File: src/tps_pkg.sv
// tps_pkg: constants, field positions and state codes of the phase sequencer
// assumes one 100 MHz clock; times are kept in microseconds here
// What this block does
// - default mode is read-only, divider 119, register zero
// - low pin runs charge, rising edge starts read
// - read-only mode may follow a register write
// - write phase passes pin to antenna, fixed delay
// - low after write recharges, high again starts read
// - bit 0 is a low lead bit, not stored
// - divider codes pick factors 114 to 124
// - code 1111 takes the measured factor, where supported
// - bit 5 selects synchronous serial output
// - bit 6 selects fixed demodulator threshold
// - bit 7 announces a following test byte
// - sync mode leaves diagnosis 3 ms into charge
// - falling edge ends receive after 0.9 ms
// - pin still low then idle, diagnosis next clock
// - pin high stays idle, sleep after 100 ms
// - falling edge wakes from sleep, 2 ms delay
// - undefined state codes lead to idle
// - state timeouts count from state entry
// - read ends on low pin or 20 ms
// - diagnostic byte 2 ms into charge, af or ff
// - default divider is 119 of the clock
package tps_pkg;
    localparam int CLK_MHZ   = 100;
    localparam int DIAG_US   = 2000;
    localparam int SYNC_US   = 3000;
    localparam int STOP_US   = 900;
    localparam int SLEEP_US  = 100000;
    localparam int READ_US   = 20000;
    localparam int WAKE_US   = 2000;
    localparam int CELL_US   = 128;    // bit cell of register programming
    localparam int LOWCHG_US = 1000;   // low time in write phase that means charge
    localparam int BAUD_HZ   = 15625;
    localparam int WR_DLY    = 8;      // write-phase delay in clock cycles
    localparam int TMR_W     = 24;
    localparam int SYNC_BIT  = 5;
    localparam int THR_BIT   = 6;
    localparam int TEST_BIT  = 7;
    localparam logic [7:0] DIAG_OK     = 8'haf;
    localparam logic [7:0] DIAG_FAIL   = 8'hff;
    localparam logic [6:0] DIV_DEFAULT = 7'h77;
    localparam logic [7:0] DIV_BASE    = 8'h71;
    localparam logic [7:0] DIV_MAX     = 8'h7c;
    localparam logic [3:0] DIV_AUTO    = 4'hf;
    localparam logic [3:0] CODE_DEF    = 4'h0;
    localparam logic [3:0] LAST_BYTE   = 4'h7;
    localparam logic [3:0] LAST_TEST   = 4'hf;

    typedef enum logic [7:0] {
        ST_IDLE   = 8'h01,
        ST_PROG   = 8'h02,
        ST_CHARGE = 8'h04,
        ST_WRITE  = 8'h08,
        ST_READ   = 8'h10,
        ST_STOP   = 8'h20,
        ST_SLEEP  = 8'h40,
        ST_WAKE   = 8'h80
    } tps_state_t;
endpackage : tps_pkg

File: src/tps_sci_tx.sv
// tps_sci_tx: byte sender towards the microcontroller, async or clocked
// assumes load only while not busy; sclk_i is a one-cycle pulse per clock
`timescale 1ns/1ns
module tps_sci_tx #(
    parameter int BAUD_CYC = 6400
) (
    input  wire logic       mclk_i,
    input  wire logic       rst_n_i,
    input  wire logic       sync_mode_i,
    input  wire logic       load_i,
    input  wire logic [7:0] data_i,
    input  wire logic       sclk_i,
    output logic            busy_o,
    output logic            sdo_o
);
    localparam logic [15:0] BAUD_END = 16'(BAUD_CYC - 1);

    typedef struct packed {
        logic        busy;
        logic        sdo;
        logic [3:0]  left;
        logic [15:0] baud;
        logic [8:0]  sh;
    } tps_tx_t;

    tps_tx_t q;
    tps_tx_t d;

    // async frame: start high, data lsb first, stop low; line idles low
    always_comb
    begin
        d = q;
        if (!q.busy)
        begin
            if (load_i)
            begin
                d.busy = 1'b1;
                d.sdo  = 1'b1;   // start bit, or byte-ready flag in sync mode
                d.baud = '0;
                if (sync_mode_i)
                begin
                    d.sh   = {1'b0, data_i};
                    d.left = 4'h8;
                end
                else
                begin
                    d.sh   = {1'b0, data_i};
                    d.left = 4'h9;
                end
            end
        end
        else if (sync_mode_i)
        begin
            // one bit per falling clock; last bit holds until the next byte
            if (sclk_i)
            begin
                d.sdo  = q.sh[0];
                d.sh   = q.sh >> 1;
                d.left = q.left - 4'h1;
                d.busy = (q.left != 4'h1);
            end
        end
        else
        begin
            d.baud = q.baud + 16'h0001;
            if (q.baud == BAUD_END)
            begin
                d.baud = '0;
                if (q.left == 4'h0)
                begin
                    d.busy = 1'b0;
                    d.sdo  = 1'b0;
                end
                else
                begin
                    d.sdo  = q.sh[0];
                    d.sh   = q.sh >> 1;
                    d.left = q.left - 4'h1;
                end
            end
        end
    end

    always_ff @(posedge mclk_i or negedge rst_n_i)
    begin
        if (!rst_n_i)
            q <= '0;
        else
            q <= d;
    end

    assign busy_o = q.busy;
    assign sdo_o  = q.sdo;
endmodule : tps_sci_tx

File: src/tps_sequencer.sv
// tps_sequencer: phase sequencer and mode register of the base station
// assumes demodulator, diagnosis and measurement results arrive on mclk_i
`timescale 1ns/1ns
module tps_sequencer #(
    parameter int T_DIAG   = tps_pkg::DIAG_US * tps_pkg::CLK_MHZ,
    parameter int T_SYNC   = tps_pkg::SYNC_US * tps_pkg::CLK_MHZ,
    parameter int T_STOP   = tps_pkg::STOP_US * tps_pkg::CLK_MHZ,
    parameter int T_SLEEP  = tps_pkg::SLEEP_US * tps_pkg::CLK_MHZ,
    parameter int T_READ   = tps_pkg::READ_US * tps_pkg::CLK_MHZ,
    parameter int T_WAKE   = tps_pkg::WAKE_US * tps_pkg::CLK_MHZ,
    parameter int T_CELL   = tps_pkg::CELL_US * tps_pkg::CLK_MHZ,
    parameter int T_LOWCHG = tps_pkg::LOWCHG_US * tps_pkg::CLK_MHZ,
    parameter int BAUD_CYC = tps_pkg::CLK_MHZ * 1000000 / tps_pkg::BAUD_HZ,
    parameter int WR_DLY   = tps_pkg::WR_DLY,
    parameter bit AUTO_DIV = 1'b1
) (
    input  wire logic       mclk_i,
    input  wire logic       arst_n_i,
    input  wire logic       tx_control_pin_i,
    input  wire logic       antenna_ok_i,
    input  wire logic       rx_valid_i,
    input  wire logic [7:0] rx_data_i,
    input  wire logic       meas_valid_i,
    input  wire logic [6:0] meas_count_i,
    output logic            serial_data_out_o,
    output logic            drive_en_o,
    output logic            carrier_on_o,
    output logic [6:0]      carrier_div_o,
    output logic            demod_en_o,
    output logic            sync_output_select_o,
    output logic            threshold_source_select_o,
    output logic [3:0]      divider_select_field_o,
    output logic            test_mode_flag_o,
    output logic [7:0]      state_o
);
    localparam int TW = tps_pkg::TMR_W;
    localparam logic [TW-1:0] C_DIAG   = TW'(T_DIAG - 1);
    localparam logic [TW-1:0] C_SYNC   = TW'(T_SYNC - 1);
    localparam logic [TW-1:0] C_STOP   = TW'(T_STOP - 1);
    localparam logic [TW-1:0] C_SLEEP  = TW'(T_SLEEP - 1);
    localparam logic [TW-1:0] C_READ   = TW'(T_READ - 1);
    localparam logic [TW-1:0] C_WAKE   = TW'(T_WAKE - 1);
    localparam logic [TW-1:0] C_CELL   = TW'(T_CELL - 1);
    localparam logic [TW-1:0] C_HALF   = TW'(T_CELL / 2 - 1);
    localparam logic [TW-1:0] C_LOWCHG = TW'(T_LOWCHG - 1);

    typedef struct packed {
        tps_pkg::tps_state_t st;
        logic [TW-1:0]       tmr;
        logic [TW-1:0]       low;
        logic                pin;
        logic [WR_DLY-1:0]   dly;
        logic [3:0]          pbit;
        logic [15:0]         psr;
        logic [7:0]          mode;
        logic [6:0]          div;
        logic                prog_done;
        logic                written;
        logic                diag_sent;
        logic                force_chg;
        logic                hold_v;
        logic [7:0]          hold;
        logic                drv;
        logic                car;
        logic                demod;
    } tps_seq_t;

    tps_seq_t            q;
    tps_seq_t            d;
    tps_pkg::tps_state_t nst;
    logic [1:0]          rst_sync;
    logic                rst_n;
    logic                pin_m;
    logic                pin;
    logic                fall;
    logic                rise;
    logic                tx_load;
    logic [7:0]          tx_data;
    logic                tx_busy;
    logic                sclk;
    logic                sync_mode;
    logic [3:0]          code;
    logic [7:0]          div_sum;

    // reset is asserted at once and released two clocks later
    always_ff @(posedge mclk_i or negedge arst_n_i)
    begin
        if (!arst_n_i)
            rst_sync <= 2'b00;
        else
            rst_sync <= {rst_sync[0], 1'b1};
    end
    assign rst_n = rst_sync[1];

    // the pin comes from the microcontroller's domain; idle level is high
    always_ff @(posedge mclk_i or negedge rst_n)
    begin
        if (!rst_n)
        begin
            pin_m <= 1'b1;
            pin   <= 1'b1;
        end
        else
        begin
            pin_m <= tx_control_pin_i;
            pin   <= pin_m;
        end
    end

    assign fall      = q.pin & ~pin;
    assign rise      = ~q.pin & pin;
    assign sync_mode = q.mode[tps_pkg::SYNC_BIT];

    // next-state and datapath
    always_comb
    begin
        d       = q;
        nst     = q.st;
        tx_load = 1'b0;
        tx_data = q.hold;
        sclk    = 1'b0;
        code    = 4'h0;
        div_sum = 8'h00;
        d.pin   = pin;
        d.dly   = {q.dly[WR_DLY-2:0], pin};
        d.tmr   = q.tmr + 1'b1;
        case (q.st)
            tps_pkg::ST_IDLE:
            begin
                if (q.force_chg)
                begin
                    nst         = tps_pkg::ST_CHARGE;
                    d.force_chg = 1'b0;
                end
                else if (fall)
                    nst = tps_pkg::ST_PROG;
                else if (q.tmr == C_SLEEP)
                    nst = tps_pkg::ST_SLEEP;
            end
            tps_pkg::ST_PROG:
            begin
                // sample each cell at its middle, bit 0 first
                if (q.tmr == C_HALF)
                    d.psr[q.pbit] = pin;
                if (q.tmr == C_CELL)
                begin
                    d.tmr  = '0;
                    d.pbit = q.pbit + 4'h1;
                    if (q.pbit == (q.psr[tps_pkg::TEST_BIT] ? tps_pkg::LAST_TEST
                                                           : tps_pkg::LAST_BYTE))
                    begin
                        d.pbit = '0;
                        d.psr  = '0;
                        if (!pin)
                            nst = tps_pkg::ST_CHARGE;
                        else
                        begin
                            nst = tps_pkg::ST_IDLE;
                            // a high lead bit marks a broken frame; drop it
                            if (!q.psr[0])
                            begin
                                d.mode      = {q.psr[7:1], 1'b0};
                                d.prog_done = 1'b1;
                                if (!AUTO_DIV && q.psr[4:1] == tps_pkg::DIV_AUTO)
                                    d.mode[4:1] = q.mode[4:1];
                            end
                        end
                    end
                end
            end
            tps_pkg::ST_CHARGE:
            begin
                if (q.tmr == C_DIAG && !q.diag_sent)
                begin
                    tx_load     = 1'b1;
                    tx_data     = antenna_ok_i ? tps_pkg::DIAG_OK : tps_pkg::DIAG_FAIL;
                    d.diag_sent = 1'b1;
                end
                sclk = sync_mode & fall & tx_busy;
                // sync mode ignores a rising pin; it leaves at C_SYNC once the byte is clocked out
                if (sync_mode ? (q.tmr >= C_SYNC && q.diag_sent && !tx_busy) : rise)
                begin
                    d.diag_sent = 1'b0;
                    if (q.prog_done && !q.written)
                        nst = tps_pkg::ST_WRITE;
                    else
                        nst = tps_pkg::ST_READ;
                end
            end
            tps_pkg::ST_WRITE:
            begin
                d.low = pin ? '0 : q.low + 1'b1;
                // a long low is a new charge, short lows are write data
                if (q.low == C_LOWCHG)
                begin
                    nst       = tps_pkg::ST_CHARGE;
                    d.written = 1'b1;
                    d.low     = '0;
                end
            end
            tps_pkg::ST_READ:
            begin
                if (q.hold_v && !tx_busy)
                begin
                    tx_load  = 1'b1;
                    d.hold_v = 1'b0;
                end
                sclk = sync_mode & fall & tx_busy;
                if (q.tmr == C_READ || (fall && !(sync_mode && tx_busy)))
                begin
                    d.prog_done = 1'b0;
                    d.written   = 1'b0;
                    d.hold_v    = 1'b0;
                    nst = (q.tmr == C_READ) ? tps_pkg::ST_IDLE : tps_pkg::ST_STOP;
                end
            end
            tps_pkg::ST_STOP:
            begin
                if (q.tmr == C_STOP)
                begin
                    nst         = tps_pkg::ST_IDLE;
                    d.force_chg = !pin;
                end
            end
            tps_pkg::ST_SLEEP:
            begin
                if (fall)
                    nst = tps_pkg::ST_WAKE;
            end
            tps_pkg::ST_WAKE:
            begin
                if (q.tmr == C_WAKE)
                begin
                    nst         = tps_pkg::ST_IDLE;
                    d.force_chg = !pin;
                end
            end
            default:
                nst = tps_pkg::ST_IDLE;
        endcase
        // received bytes go out inverted; a new byte wins over the drain
        if (rx_valid_i && q.st == tps_pkg::ST_READ && nst == tps_pkg::ST_READ)
        begin
            d.hold_v = 1'b1;
            d.hold   = ~rx_data_i;
        end
        if (nst != q.st)
            d.tmr = '0;
        d.st = nst;
        // carrier divider follows the stored code
        code    = d.mode[4:1];
        div_sum = tps_pkg::DIV_BASE + {4'h0, code};
        if (AUTO_DIV && code == tps_pkg::DIV_AUTO)
        begin
            if (meas_valid_i)
                d.div = meas_count_i;
        end
        else if (code == tps_pkg::CODE_DEF)
            d.div = tps_pkg::DIV_DEFAULT;
        else if (div_sum > tps_pkg::DIV_MAX)
            d.div = tps_pkg::DIV_MAX[6:0];
        else
            d.div = div_sum[6:0];
        d.drv   = (nst == tps_pkg::ST_CHARGE) || (nst == tps_pkg::ST_WRITE);
        d.car   = (nst == tps_pkg::ST_CHARGE) || (nst == tps_pkg::ST_WRITE && q.dly[WR_DLY-1]);
        d.demod = (nst == tps_pkg::ST_READ) || (nst == tps_pkg::ST_WRITE);
    end

    // mode register and other fields reset to zero; state resets to idle, pin high, divider to default
    always_ff @(posedge mclk_i or negedge rst_n)
    begin
        if (!rst_n)
        begin
            q     <= '0;
            q.st  <= tps_pkg::ST_IDLE;
            q.pin <= 1'b1;
            q.div <= tps_pkg::DIV_DEFAULT;
        end
        else
            q <= d;
    end

    tps_sci_tx #(
        .BAUD_CYC (BAUD_CYC)
    ) u_tx (
        .mclk_i      (mclk_i),
        .rst_n_i     (rst_n),
        .sync_mode_i (sync_mode),
        .load_i      (tx_load),
        .data_i      (tx_data),
        .sclk_i      (sclk),
        .busy_o      (tx_busy),
        .sdo_o       (serial_data_out_o)
    );

    assign drive_en_o                = q.drv;
    assign carrier_on_o              = q.car;
    assign carrier_div_o             = q.div;
    assign demod_en_o                = q.demod;
    assign sync_output_select_o      = q.mode[tps_pkg::SYNC_BIT];
    assign threshold_source_select_o = q.mode[tps_pkg::THR_BIT];
    assign divider_select_field_o    = q.mode[4:1];
    assign test_mode_flag_o          = q.mode[tps_pkg::TEST_BIT];
    assign state_o                   = q.st;
endmodule : tps_sequencer

File: config.mk
export PLATFORM = sky130hd
export DESIGN_NAME = tps_sequencer
export DESIGN_NICKNAME = d
export VERILOG_FILES = /design/src/tps_pkg.sv /design/src/tps_sci_tx.sv /design/src/tps_sequencer.sv
export SDC_FILE = /design/constraint.sdc
export NUM_CORES = 1
export LEC_CHECK = 0
export ABC_AREA = 1
export BUFFER_PORTS_ARGS = -buffer_cell sky130_fd_sc_hd__buf_4
export CAP_MARGIN = 40
export CORE_ASPECT_RATIO = 0.6
export CORE_MARGIN = 1
export CORE_UTILIZATION = 30
export CTS_BUF_LIST = sky130_fd_sc_hd__clkbuf_16
export DETAILED_ROUTE_END_ITERATION = 10
export GPL_ROUTABILITY_DRIVEN = 0
export GPL_TIMING_DRIVEN = 0
export SETUP_SLACK_MARGIN = 0.02
export SLEW_MARGIN = 20
export SYNTH_ARGS = -nofsm -noshare
export SYNTH_HDL_FRONTEND = slang
export SYNTH_SLANG_ARGS = --single-unit
export TNS_END_PERCENT = 5
File: constraint.sdc
create_clock -name mclk_i -period 4.9 [get_ports mclk_i]
set_input_delay 0.98 -clock mclk_i [delete_from_list [all_inputs] [get_ports mclk_i]]
set_output_delay 0.98 -clock mclk_i [all_outputs]
set_load 0.005 [all_outputs]
==> impl_metrics.py, run 1 <==
metrics = {
    "cts": {
        "h-tree-depth": 4,
        "cts_made_buffers": 17,
        "clock_path_buffers": 2,
        "cts.sinks": 141,
        "cts_tree": "yes",
        "holdBufCountCts": 0,
        "cts_root_buf": "clkbuf_16",
        "post_cts_buffers": 0,
        "clock_latency_ps": 440,
        "cts-resized-gates": 0,
        "path_clk_slew_ps": 60,
    },
    "floorplanning": {
        "core_area_sq_um": 26500,
        "die_w_um": 215,
        "start_util_pct": 30.7,
        "dieArea_sq_um": 27800,
        "fp.dieH_um": 130,
        "rows": 46,
        "io_pins": 47,
    },
    "sta": {
        "finalHoldViolations": 0,
        "setup_viol": 0,
        "worst_pin_slew_ps": 698,
        "period_minus_slack_ps": 2820,
        "setup_tns_ps": 0,
        "fmax_ghz": 0.354,
        "rsz0062_at_grt": "false",
        "slew_headroom_pct": 53.0,
        "slew_viol_final": 0,
        "layout_setup_ws_ps": 2080,
        "min_period_over_period_pct": 57.6,
        "fin_skew_ps": 10.2,
        "whs_ps": 188,
    },
    "route": {
        "ant_nets": 0,
        "drt_iter0_drc": 685,
        "drc": 0,
        "routed_wl_mm": 21.2,
        "route.vias.total": 7278,
        "viasPerCell": 4.85,
        "wl_per_cell_um": 14.1,
        "first_pass_iters": 6,
    },
    "logic_synthesis": {
        "synth_cell_type_count": 51,
        "synth-edff-count": 0,
        "async_reset_ff_share_pct": 100,
        "syn_inst": 1061,
        "netlist_area_sq_um": 8140,
        "avgSynthCellArea_sq_um": 7.67,
        "ys.flop_type": "dfrtp_1",
        "seq_area_frac_synth_pct": 43.5,
        "synth-seq-cells": 141,
        "yosys_warnings": 0,
        "synthesis.nets": 1094,
    },
    "critical_path": {
        "crit_path_end": "carrier_div_o[2]",
        "end_kind": "flip-flop",
        "critical_path_arrival_ps": 3190,
        "worstPathRequired_ps": 5270,
        "worstSetupStartpoint": "q[84]",
        "r2r_end": "carrier_div_o[2]",
        "r2r-start": "q[84]",
        "worstSetupPathType": "reg -> reg",
        "cp_max_fo": 10,
        "cp-start-kind": "flip-flop",
        "worstRegToRegCells": 14,
        "r2r_slack_ps": 2080,
    },
    "layout": {
        "fin_area_sq_um": 9680,
        "areaGrowthSynthToFinish_pct": 18.9,
        "utilization_pct": 36.5,
        "finalNonFillerCells": 1502,
        "diodes": 0,
        "fillers": 2768,
        "final_common_cell": "nand2_1",
        "nets": 1162,
        "mostFrequentLayoutCells": "214 x nand2_1, 140 x inv_1, 130 x dfrtp_1",
        "drive_above_1_share_pct": 16.4,
    },
    "power": {
        "power.leakage_nw": 4.47,
        "peakVddDrop_mv": 0.307,
        "p_per_area_nw_per_um2": 308,
        "design_power_total_mw": 2.98,
    },
    "global_route": {
        "antenna_found_initial": 0,
        "grt_max_degree": 53,
        "first_global_vias": 6591,
        "grt_pass1_wl_mm": 35.2,
        "grt_usage_pct": 16.0,
        "overflow": 0,
    },
    "placed_design": {
        "place_ws_ps": 2110,
        "post_dp_cell_area_sq_um": 9010,
        "hpwl_mm": 16.0,
        "dp_cells": 1470,
        "port_buffers": 46,
    },
    "status": {
        "outcome": "finished, final reports clean",
    },
    "hold_path": {
        "hold_class": "reg -> async",
    },
    "flow_run": {
        "maxCapViolations": 0,
    },
}
## per-layer routing
metal / wire, um / track usage (%) / share of wire, %
met1: 11500 / 25.7 / 55
met2: 7830 / 20.3 / 37
met3: 1640 / 4.60 / 7.7
met4: 159 / 3.45 / 0.75
met5: 0 / 0 / 0
## state kept, by name (all words and copies together) (netlist names)
signal                     count
carrier_div_o                  7
carrier_on_o                   1
d                              7
demod_en_o                     1
divider_select_field_o         4
drive_en_o                     1
pin                            1
pin_m                          1
q                             75
rst_sync                       2
state_o                        8
sync_output_select_o           1
test_mode_flag_o               1
threshold_source_select_o      1
u_tx.busy_o                    1
u_tx.q                        28
u_tx.sdo_o                     1
## cells by family after synthesis
| logic type | synth area share (%) |
|---|---|
| xor+xnor | 3.01 |
| flops | 43.5 |
| compound gates | 10.3 |
| buf+inv | 9.84 |
| simple gates | 31.5 |
| fa+ha+maj | 1.84 |
| other cells | 0.0461 |
## power by group
part	total, mW	switching (mW)	internal (mW)
combinational	0.286	0.179	0.107
clock	1.49	0.532	0.954
sequential	1.21	0.0207	1.19
total	2.98	0.731	2.25
## worst max-delay path, stage by stage, from the launching register on
cell     delay [ps]
dfrtp_1         370
ha_1            190
nand2_1         110
nor2_2          200
nand3_2         240
nor2_4          270
nand3_2         160
buf_2           250
o21ai_2         200
ha_1            230
nand3_2         130
inv_2           120
nand2_1         100
nand3_1         100
nand2_1          60
## worst min-delay path by stage
stage | startpoint | end | slack (ps)
6_report | rst_sync[1] | q[91] | 190
5_1_grt | rst_sync[1] | q[91] | 220
4_1_cts | rst_sync[1] | q[91] | 200
3_5_place_dp | rst_sync[1] | q[91] | 190
3_3_place_gp | d[53] | d[54] | 330
2_1_floorplan | d[52] | d[53] | 330
## cells in the mapped netlist (3+ instances only)
cell type	number	share of area, %
nand4_1	36	2.8
dfstp_2	10	3.2
nand2_1	214	9.9
xnor2_1	5	0.54
buf_2	7	0.43
o22ai_1	15	1.2
nor4_1	7	0.54
buf_4	19	1.8
nand2_2	6	0.46
nor3_1	33	2.0
a21oi_1	22	1.4
nand2_4	3	0.41
inv_1	140	6.5
o21ai_2	3	0.32
xor2_1	23	2.5
clkbuf_1	5	0.23
nand3_2	5	0.61
buf_6	3	0.41
dfrtp_1	131	40
o21ai_0	85	5.2
nor2_2	22	1.7
nand3_1	89	5.5
o211ai_1	5	0.46
clkinv_1	3	0.14
ha_1	12	1.8
o21ai_1	5	0.31
nor3_4	3	0.60
inv_2	9	0.41
or2_2	8	0.61
nor2_1	105	4.8
## layout make-up
cell class | instances | area, sq um | share of cell area [%]
multi-input cells | 734 | 3800 | 39.3
flip-flops and latches | 141 | 3540 | 36.6
inverters | 152 | 571 | 5.90
well taps | 360 | 450 | 4.65
clock buffers | 17 | 425 | 4.40
repair buffers | 49 | 413 | 4.27
clock inverters | 15 | 244 | 2.52
plain buffers | 34 | 230 | 2.38
Power figures use the tool's default switching activity.
==> run 2, diff against run 1 <==
==> constraint.sdc (replaced) <==
create_clock -name mclk_i -period 2.4 [get_ports mclk_i]
set_input_delay 0.48 -clock mclk_i [delete_from_list [all_inputs] [get_ports mclk_i]]
set_output_delay 0.48 -clock mclk_i [all_outputs]
set_load 0.005 [all_outputs]
==> run 2 against run 1 <==
  * Count of clock-buffer cells in the layout stayed put
  * Power is 95% higher
  * Critical path type unchanged
  * Clock skew is 1.8 ps lower
  * Global-route usage hardly changed
  * Sequential power is 100% higher
  * Wire length is 0.89% higher
  * Core utilization is 1.3 points higher
  * First-iteration DRC count is 8.5% lower
==> impl_metrics.py, run 2 (synthesized netlist as in run 1, its figures left out) <==
metrics = {
    "critical_path": {
        "cp-start-kind": "flip-flop",
        "cp_max_fo": 5,
        "crit_chain": "nor2_1 -> nand2_2 -> nor2_4 -> nand2_2 -> nor2_4 -> nand3_4 -> buf_8 -> o21ai_4 -> ha_4 -> nand3_4 -> inv_4 -> nand2_1 -> nand3_1 -> nand2_1",
        "worstSetupPathType": "reg -> reg",
        "r2r_slack_ps": 110,
        "slowest_delay_ps": 430,
        "critical_path_arrival_ps": 2650,
        "r2r-start": "q[107]",
        "worstSetupStartpoint": "q[107]",
        "worstRegToRegCells": 14,
        "worstPathRequired_ps": 2760,
        "r2r_end": "carrier_div_o[2]",
        "end_kind": "flip-flop",
        "critical-path-slowest-cell": "dfrtp_1",
    },
    "layout": {
        "regMostFlops": "q",
        "diodes": 0,
        "nets": 1184,
        "areaGrowthSynthToFinish_pct": 23.0,
        "final_common_cell": "nand2_1",
        "fillers": 2716,
        "utilization_pct": 37.7,
        "largest_register_ff_count": 75,
        "drive_above_1_share_pct": 21.0,
        "mostFrequentLayoutCells": "209 x nand2_1, 139 x inv_1, 125 x dfrtp_1",
    },
    "sta": {
        "fmax_ghz": 0.437,
        "finalHoldViolations": 0,
        "setup_viol": 0,
        "fin_skew_ps": 8.49,
        "setup_tns_ps": 0,
        "rsz0062_at_grt": "true",
        "slew_viol_final": 0,
        "slew_headroom_pct": 55.2,
        "worst_pin_slew_ps": 666,
        "min_period_over_period_pct": 95.4,
        "period_minus_slack_ps": 2290,
    },
    "placed_design": {
        "hpwl_mm": 15.8,
        "port_buffers": 46,
    },
    "floorplanning": {
        "start_util_pct": 30.7,
        "fp.dieH_um": 130,
        "dieArea_sq_um": 27800,
        "io_pins": 47,
        "core_area_sq_um": 26500,
        "die_w_um": 215,
        "rows": 46,
    },
    "global_route": {
        "overflow": 0,
        "first_global_vias": 6788,
        "grt_max_degree": 48,
        "grt_pass1_wl_mm": 35.4,
        "grt_usage_pct": 16.0,
        "antenna_found_initial": 0,
    },
    "hold_path": {
        "whs_endpoint": "pin_m",
        "hp-start": "tx_control_pin_i",
        "hold_class": "in -> reg",
        "hold-path-cell-count": 1,
    },
    "route": {
        "route.vias.total": 7334,
        "viasPerCell": 4.81,
        "routed_wl_mm": 21.4,
        "wl_per_cell_um": 14.0,
        "drc": 0,
        "first_pass_iters": 5,
        "ant_nets": 0,
        "drt_iter0_drc": 627,
    },
    "cts": {
        "clock_path_buffers": 2,
        "cts.sinks": 141,
        "cts_tree": "yes",
        "cts_root_buf": "clkbuf_16",
        "clock_latency_ps": 440,
        "path_clk_slew_ps": 60,
        "cts_made_buffers": 17,
        "h-tree-depth": 4,
    },
    "power": {
        "design_power_total_mw": 5.82,
        "peakVddDrop_mv": 0.355,
        "power.leakage_nw": 4.58,
        "p_per_area_nw_per_um2": 581,
    },
    "flow_run": {
        "maxCapViolations": 0,
    },
    "status": {
        "outcome": "finished, final reports clean",
    },
}
==> run 2: worst max path at each step <==
stage	to	slack, ps
3_3_place_gp	q[70]	-950
5_1_grt	q[71]	-70
2_1_floorplan	carrier_div_o[3]	70
6_report	carrier_div_o[2]	110
4_1_cts	carrier_div_o[2]	-4
3_5_place_dp	carrier_div_o[2]	-390
==> run 2: metal layers <==
metal / track usage (%) / share of wire [%] / vias up
li1: - / - / 3660
met1: 25.4 / 55 / 3433
met2: 20.5 / 38 / 210
met3: 4.08 / 6.4 / 31
met4: 5.00 / 1.2 / 0
met5: 0 / 0 / -
==> run 2: critical path: cells and delay by family (launching register included) <==
family / cells / cell delay [ps]
and+or+nand+nor: 10 / 1160
AOI/OAI and AO/OA: 1 / 180
DFF: 1 / 430
adders and majority gates: 1 / 190
buffers and inverters: 2 / 230
==> run 2: layout make-up <==
cell class	count	area, sq um	share of cell area (%)
tap	360	450	4.50
inverter	152	581	5.80
clock buffer	17	425	4.25
sequential	141	3550	35.5
multi-input combinational	734	3990	39.9
clock inverter	15	171	1.71
buffer	34	249	2.49
timing repair buffer	71	593	5.92
==> run 2: what timing repair did <==
action                     in CTS  in global routing
setup endpoints to repair      33                 92
hold buffers                    1                  0
gates resized for setup        29                 39
buffers inserted               10                 11
hold endpoints to repair        2                  0
pin swaps                       7                 10
==> run 2: power breakdown <==
part | internal [mW] | switching [mW] | leakage (nW)
Sequential | 2.43 | 0.0465 | 1.82
Clock | 1.63 | 1.08 | 0.283
Combinational | 0.257 | 0.383 | 2.48
Total | 4.32 | 1.50 | 4.58
==> run 2: metrics by stage <==
stage	instance area, sq um	hold slack (ps)	cells	setup slack [ps]
floorplan	8140	184	1061	67.6
detailed placement	9010	242	1470	-391
global placement	8940	264	1467	-948
finish	10000	150	1524	111
CTS	9810	129	1513	-3.63
global route	10000	132	1524	-72.5
==> run 3, diff against run 2 <==
--- a/config.mk
+++ b/config.mk
@@ -6,13 +6,13 @@
 export NUM_CORES = 1
 export LEC_CHECK = 0
 export ABC_AREA = 1
-export BUFFER_PORTS_ARGS = -buffer_cell sky130_fd_sc_hd__buf_4
 export CAP_MARGIN = 40
 export CORE_ASPECT_RATIO = 0.6
 export CORE_MARGIN = 1
 export CORE_UTILIZATION = 30
 export CTS_BUF_LIST = sky130_fd_sc_hd__clkbuf_16
 export DETAILED_ROUTE_END_ITERATION = 10
+export DONT_BUFFER_PORTS = 1
 export GPL_ROUTABILITY_DRIVEN = 0
 export GPL_TIMING_DRIVEN = 0
 export SETUP_SLACK_MARGIN = 0.02
==> run 3 against run 2 <==
  * Global-route usage decreased by 0.50 points
  * Largest power group unchanged
  * Sequential share of layout area increased by 0.78 points
  * Wire length decreased by 0.18%
  * Power increased by 1.5%
==> impl_metrics.py, run 3 (synthesized netlist as in run 1, its figures left out) <==
metrics = {
    "floorplanning": {
        "start_util_pct": 30.7,
        "fp.dieH_um": 130,
        "core_area_sq_um": 26500,
        "dieArea_sq_um": 27800,
        "io_pins": 47,
        "die_w_um": 215,
        "rows": 46,
    },
    "critical_path": {
        "critical-path-slowest-cell": "dfrtp_1",
        "worstPathRequired_ps": 2720,
        "worstSetupPathType": "reg -> reg",
        "end_kind": "flip-flop",
        "slowest_delay_ps": 380,
        "critical_path_arrival_ps": 2630,
        "cp-start-kind": "flip-flop",
        "crit_chain": "ha_2 -> nand2_4 -> nor2_4 -> inv_1 -> nor4_4 -> nand3_2 -> nand3_4 -> nand3_2 -> nor3_4 -> buf_4 -> buf_6 -> nor2_2",
        "cp_max_fo": 10,
        "path_common_cell": "nand3_2",
    },
    "sta": {
        "worst_pin_slew_ps": 585,
        "period_minus_slack_ps": 2300,
        "finalHoldViolations": 0,
        "layout_setup_ws_ps": 96.0,
        "setup_viol": 0,
        "fin_skew_ps": 8.23,
        "slew_headroom_pct": 60.9,
        "slew_viol_final": 0,
        "rsz0062_at_grt": "true",
        "whs_ps": 41.2,
        "fmax_ghz": 0.434,
        "min_period_over_period_pct": 96.0,
    },
    "power": {
        "power_frac_seq_pct": 42.1,
        "p_clk_share_pct": 47.6,
        "p_per_area_nw_per_um2": 602,
        "p_comb_share_pct": 10.3,
        "p_sw_mw": 1.50,
        "peakVddDrop_mv": 0.464,
        "swShare_pct": 25.4,
        "internal_power_mw": 4.41,
        "power.leakage_nw": 4.42,
    },
    "route": {
        "wl_per_cell_um": 14.4,
        "drt_iter0_drc": 716,
        "first_pass_iters": 5,
        "route.vias.total": 7327,
        "ant_nets": 0,
        "drc": 0,
        "viasPerCell": 4.94,
        "routed_wl_mm": 21.3,
    },
    "cts": {
        "cts_root_buf": "clkbuf_16",
        "h-tree-depth": 4,
        "cts_made_buffers": 17,
        "clock_path_buffers": 2,
        "cts.sinks": 141,
        "path_clk_slew_ps": 60,
        "cts_tree": "yes",
        "clock_latency_ps": 440,
    },
    "global_route": {
        "first_global_vias": 6340,
        "grt_usage_pct": 15.6,
        "antenna_found_initial": 0,
        "grt_max_degree": 54,
        "grt_pass1_wl_mm": 34.1,
        "overflow": 0,
    },
    "layout": {
        "nets": 1144,
        "areaGrowthSynthToFinish_pct": 20.6,
        "final_common_cell": "nand2_1",
        "mostFrequentLayoutCells": "207 x nand2_1, 137 x inv_1, 120 x dfrtp_1",
        "diodes": 0,
        "largest_register_ff_count": 75,
        "drive_above_1_share_pct": 19.4,
        "regMostFlops": "q",
    },
    "hold_path": {
        "hold_class": "in -> reg",
    },
    "status": {
        "outcome": "finished, final reports clean",
    },
    "placed_design": {
        "place_ws_ps": -411,
        "port_buffers": 0,
        "hpwl_mm": 15.3,
    },
    "flow_run": {
        "maxCapViolations": 0,
    },
}
==> run 3: cell count changes in the layout (fill, tap and decap cells not counted), moves of 2 or more <==
cell     before  now
nand2_1     209  207
nand2_4       4    7
dfrtp_1     125  120
inv_2         8   10
buf_4        87   49
ha_1         10    8
inv_1       139  137
nor2_2       28   22
dfrtp_2       5   10
buf_12        3    1
ha_2          1    3
nor2_4       11   16
==> run 3: worst paths after layout <==
kind                       cells after the start        startpoint           to  slack [ps]
hold / removal                                 0  tx_control_pin_i        pin_m          40
hold reg to reg                                0       rst_sync[1]        q[91]         340
setup reg to reg                              12             q[84]       q[106]         100
max in group asynchronous                      1       rst_sync[1]          pin        1350
min in group asynchronous                      1          arst_n_i  rst_sync[1]         270
setup / recovery                              12             q[84]       q[106]         100
==> run 3: critical path: cells and delay by family, from the launching register on <==
| kind | cells | cell delay (ps) |
|---|---|---|
| adder cells (fa/ha/maj) | 1 | 230 |
| buffers and inverters | 3 | 430 |
| flip-flops | 1 | 380 |
| AND/OR/NAND/NOR | 8 | 1150 |
==> run 3: area by class of cell <==
class	instances	area (sq um)
Buffer	34	254
Clock buffer	17	425
Clock inverter	15	195
Fill cell	2676	16700
Inverter	152	582
Multi-Input combinational cell	734	4070
Sequential cell	141	3560
Tap cell	360	450
Timing Repair Buffer	31	288
==> run 3: routing by layer <==
metal	part of all wire [%]	wire length [um]	track usage (%)
met5	0	0	0
met4	1.0	218	3.99
met3	6.8	1460	3.71
met2	38	8030	19.1
met1	54	11600	25.7
==> run 3: metrics by stage <==
| step | utilization (%) | area, sq um | power (mW) | instances | TNS [ps] |
|---|---|---|---|---|---|
| 2_1_floorplan | - | 8140 | 2.90 | 1061 | 0 |
| 3_3_place_gp | 32.4 | 8590 | 3.04 | 1421 | -127240 |
| 3_5_place_dp | 32.6 | 8650 | 3.05 | 1423 | -5630 |
| 4_1_cts | 35.7 | 9460 | 5.90 | 1466 | 0 |
| 5_1_grt | 37.0 | 9820 | 6.13 | 1484 | -1010 |
| 6_report | 37.0 | 9820 | 5.91 | 1484 | 0 |
==> run 3: repair_timing <==
action / 4_1_cts / 5_1_grt
gates resized for setup: 25 / 71
pin swaps: 7 / 18
setup buffers: 10 / 18
hold buffers: 1 / 0
hold endpoints to repair: 2 / 0
setup endpoints to repair: 33 / 87
==> run 3: power by group through the flow <==
stage | clock, mW | combinational, mW | sequential, mW
4_1_cts | 2.85 | 0.566 | 2.49
5_1_grt | 2.97 | 0.667 | 2.49
3_5_place_dp | 0 | 0.521 | 2.53
6_report | 2.81 | 0.609 | 2.49
3_3_place_gp | 0 | 0.476 | 2.56
2_1_floorplan | 0 | 0.370 | 2.53
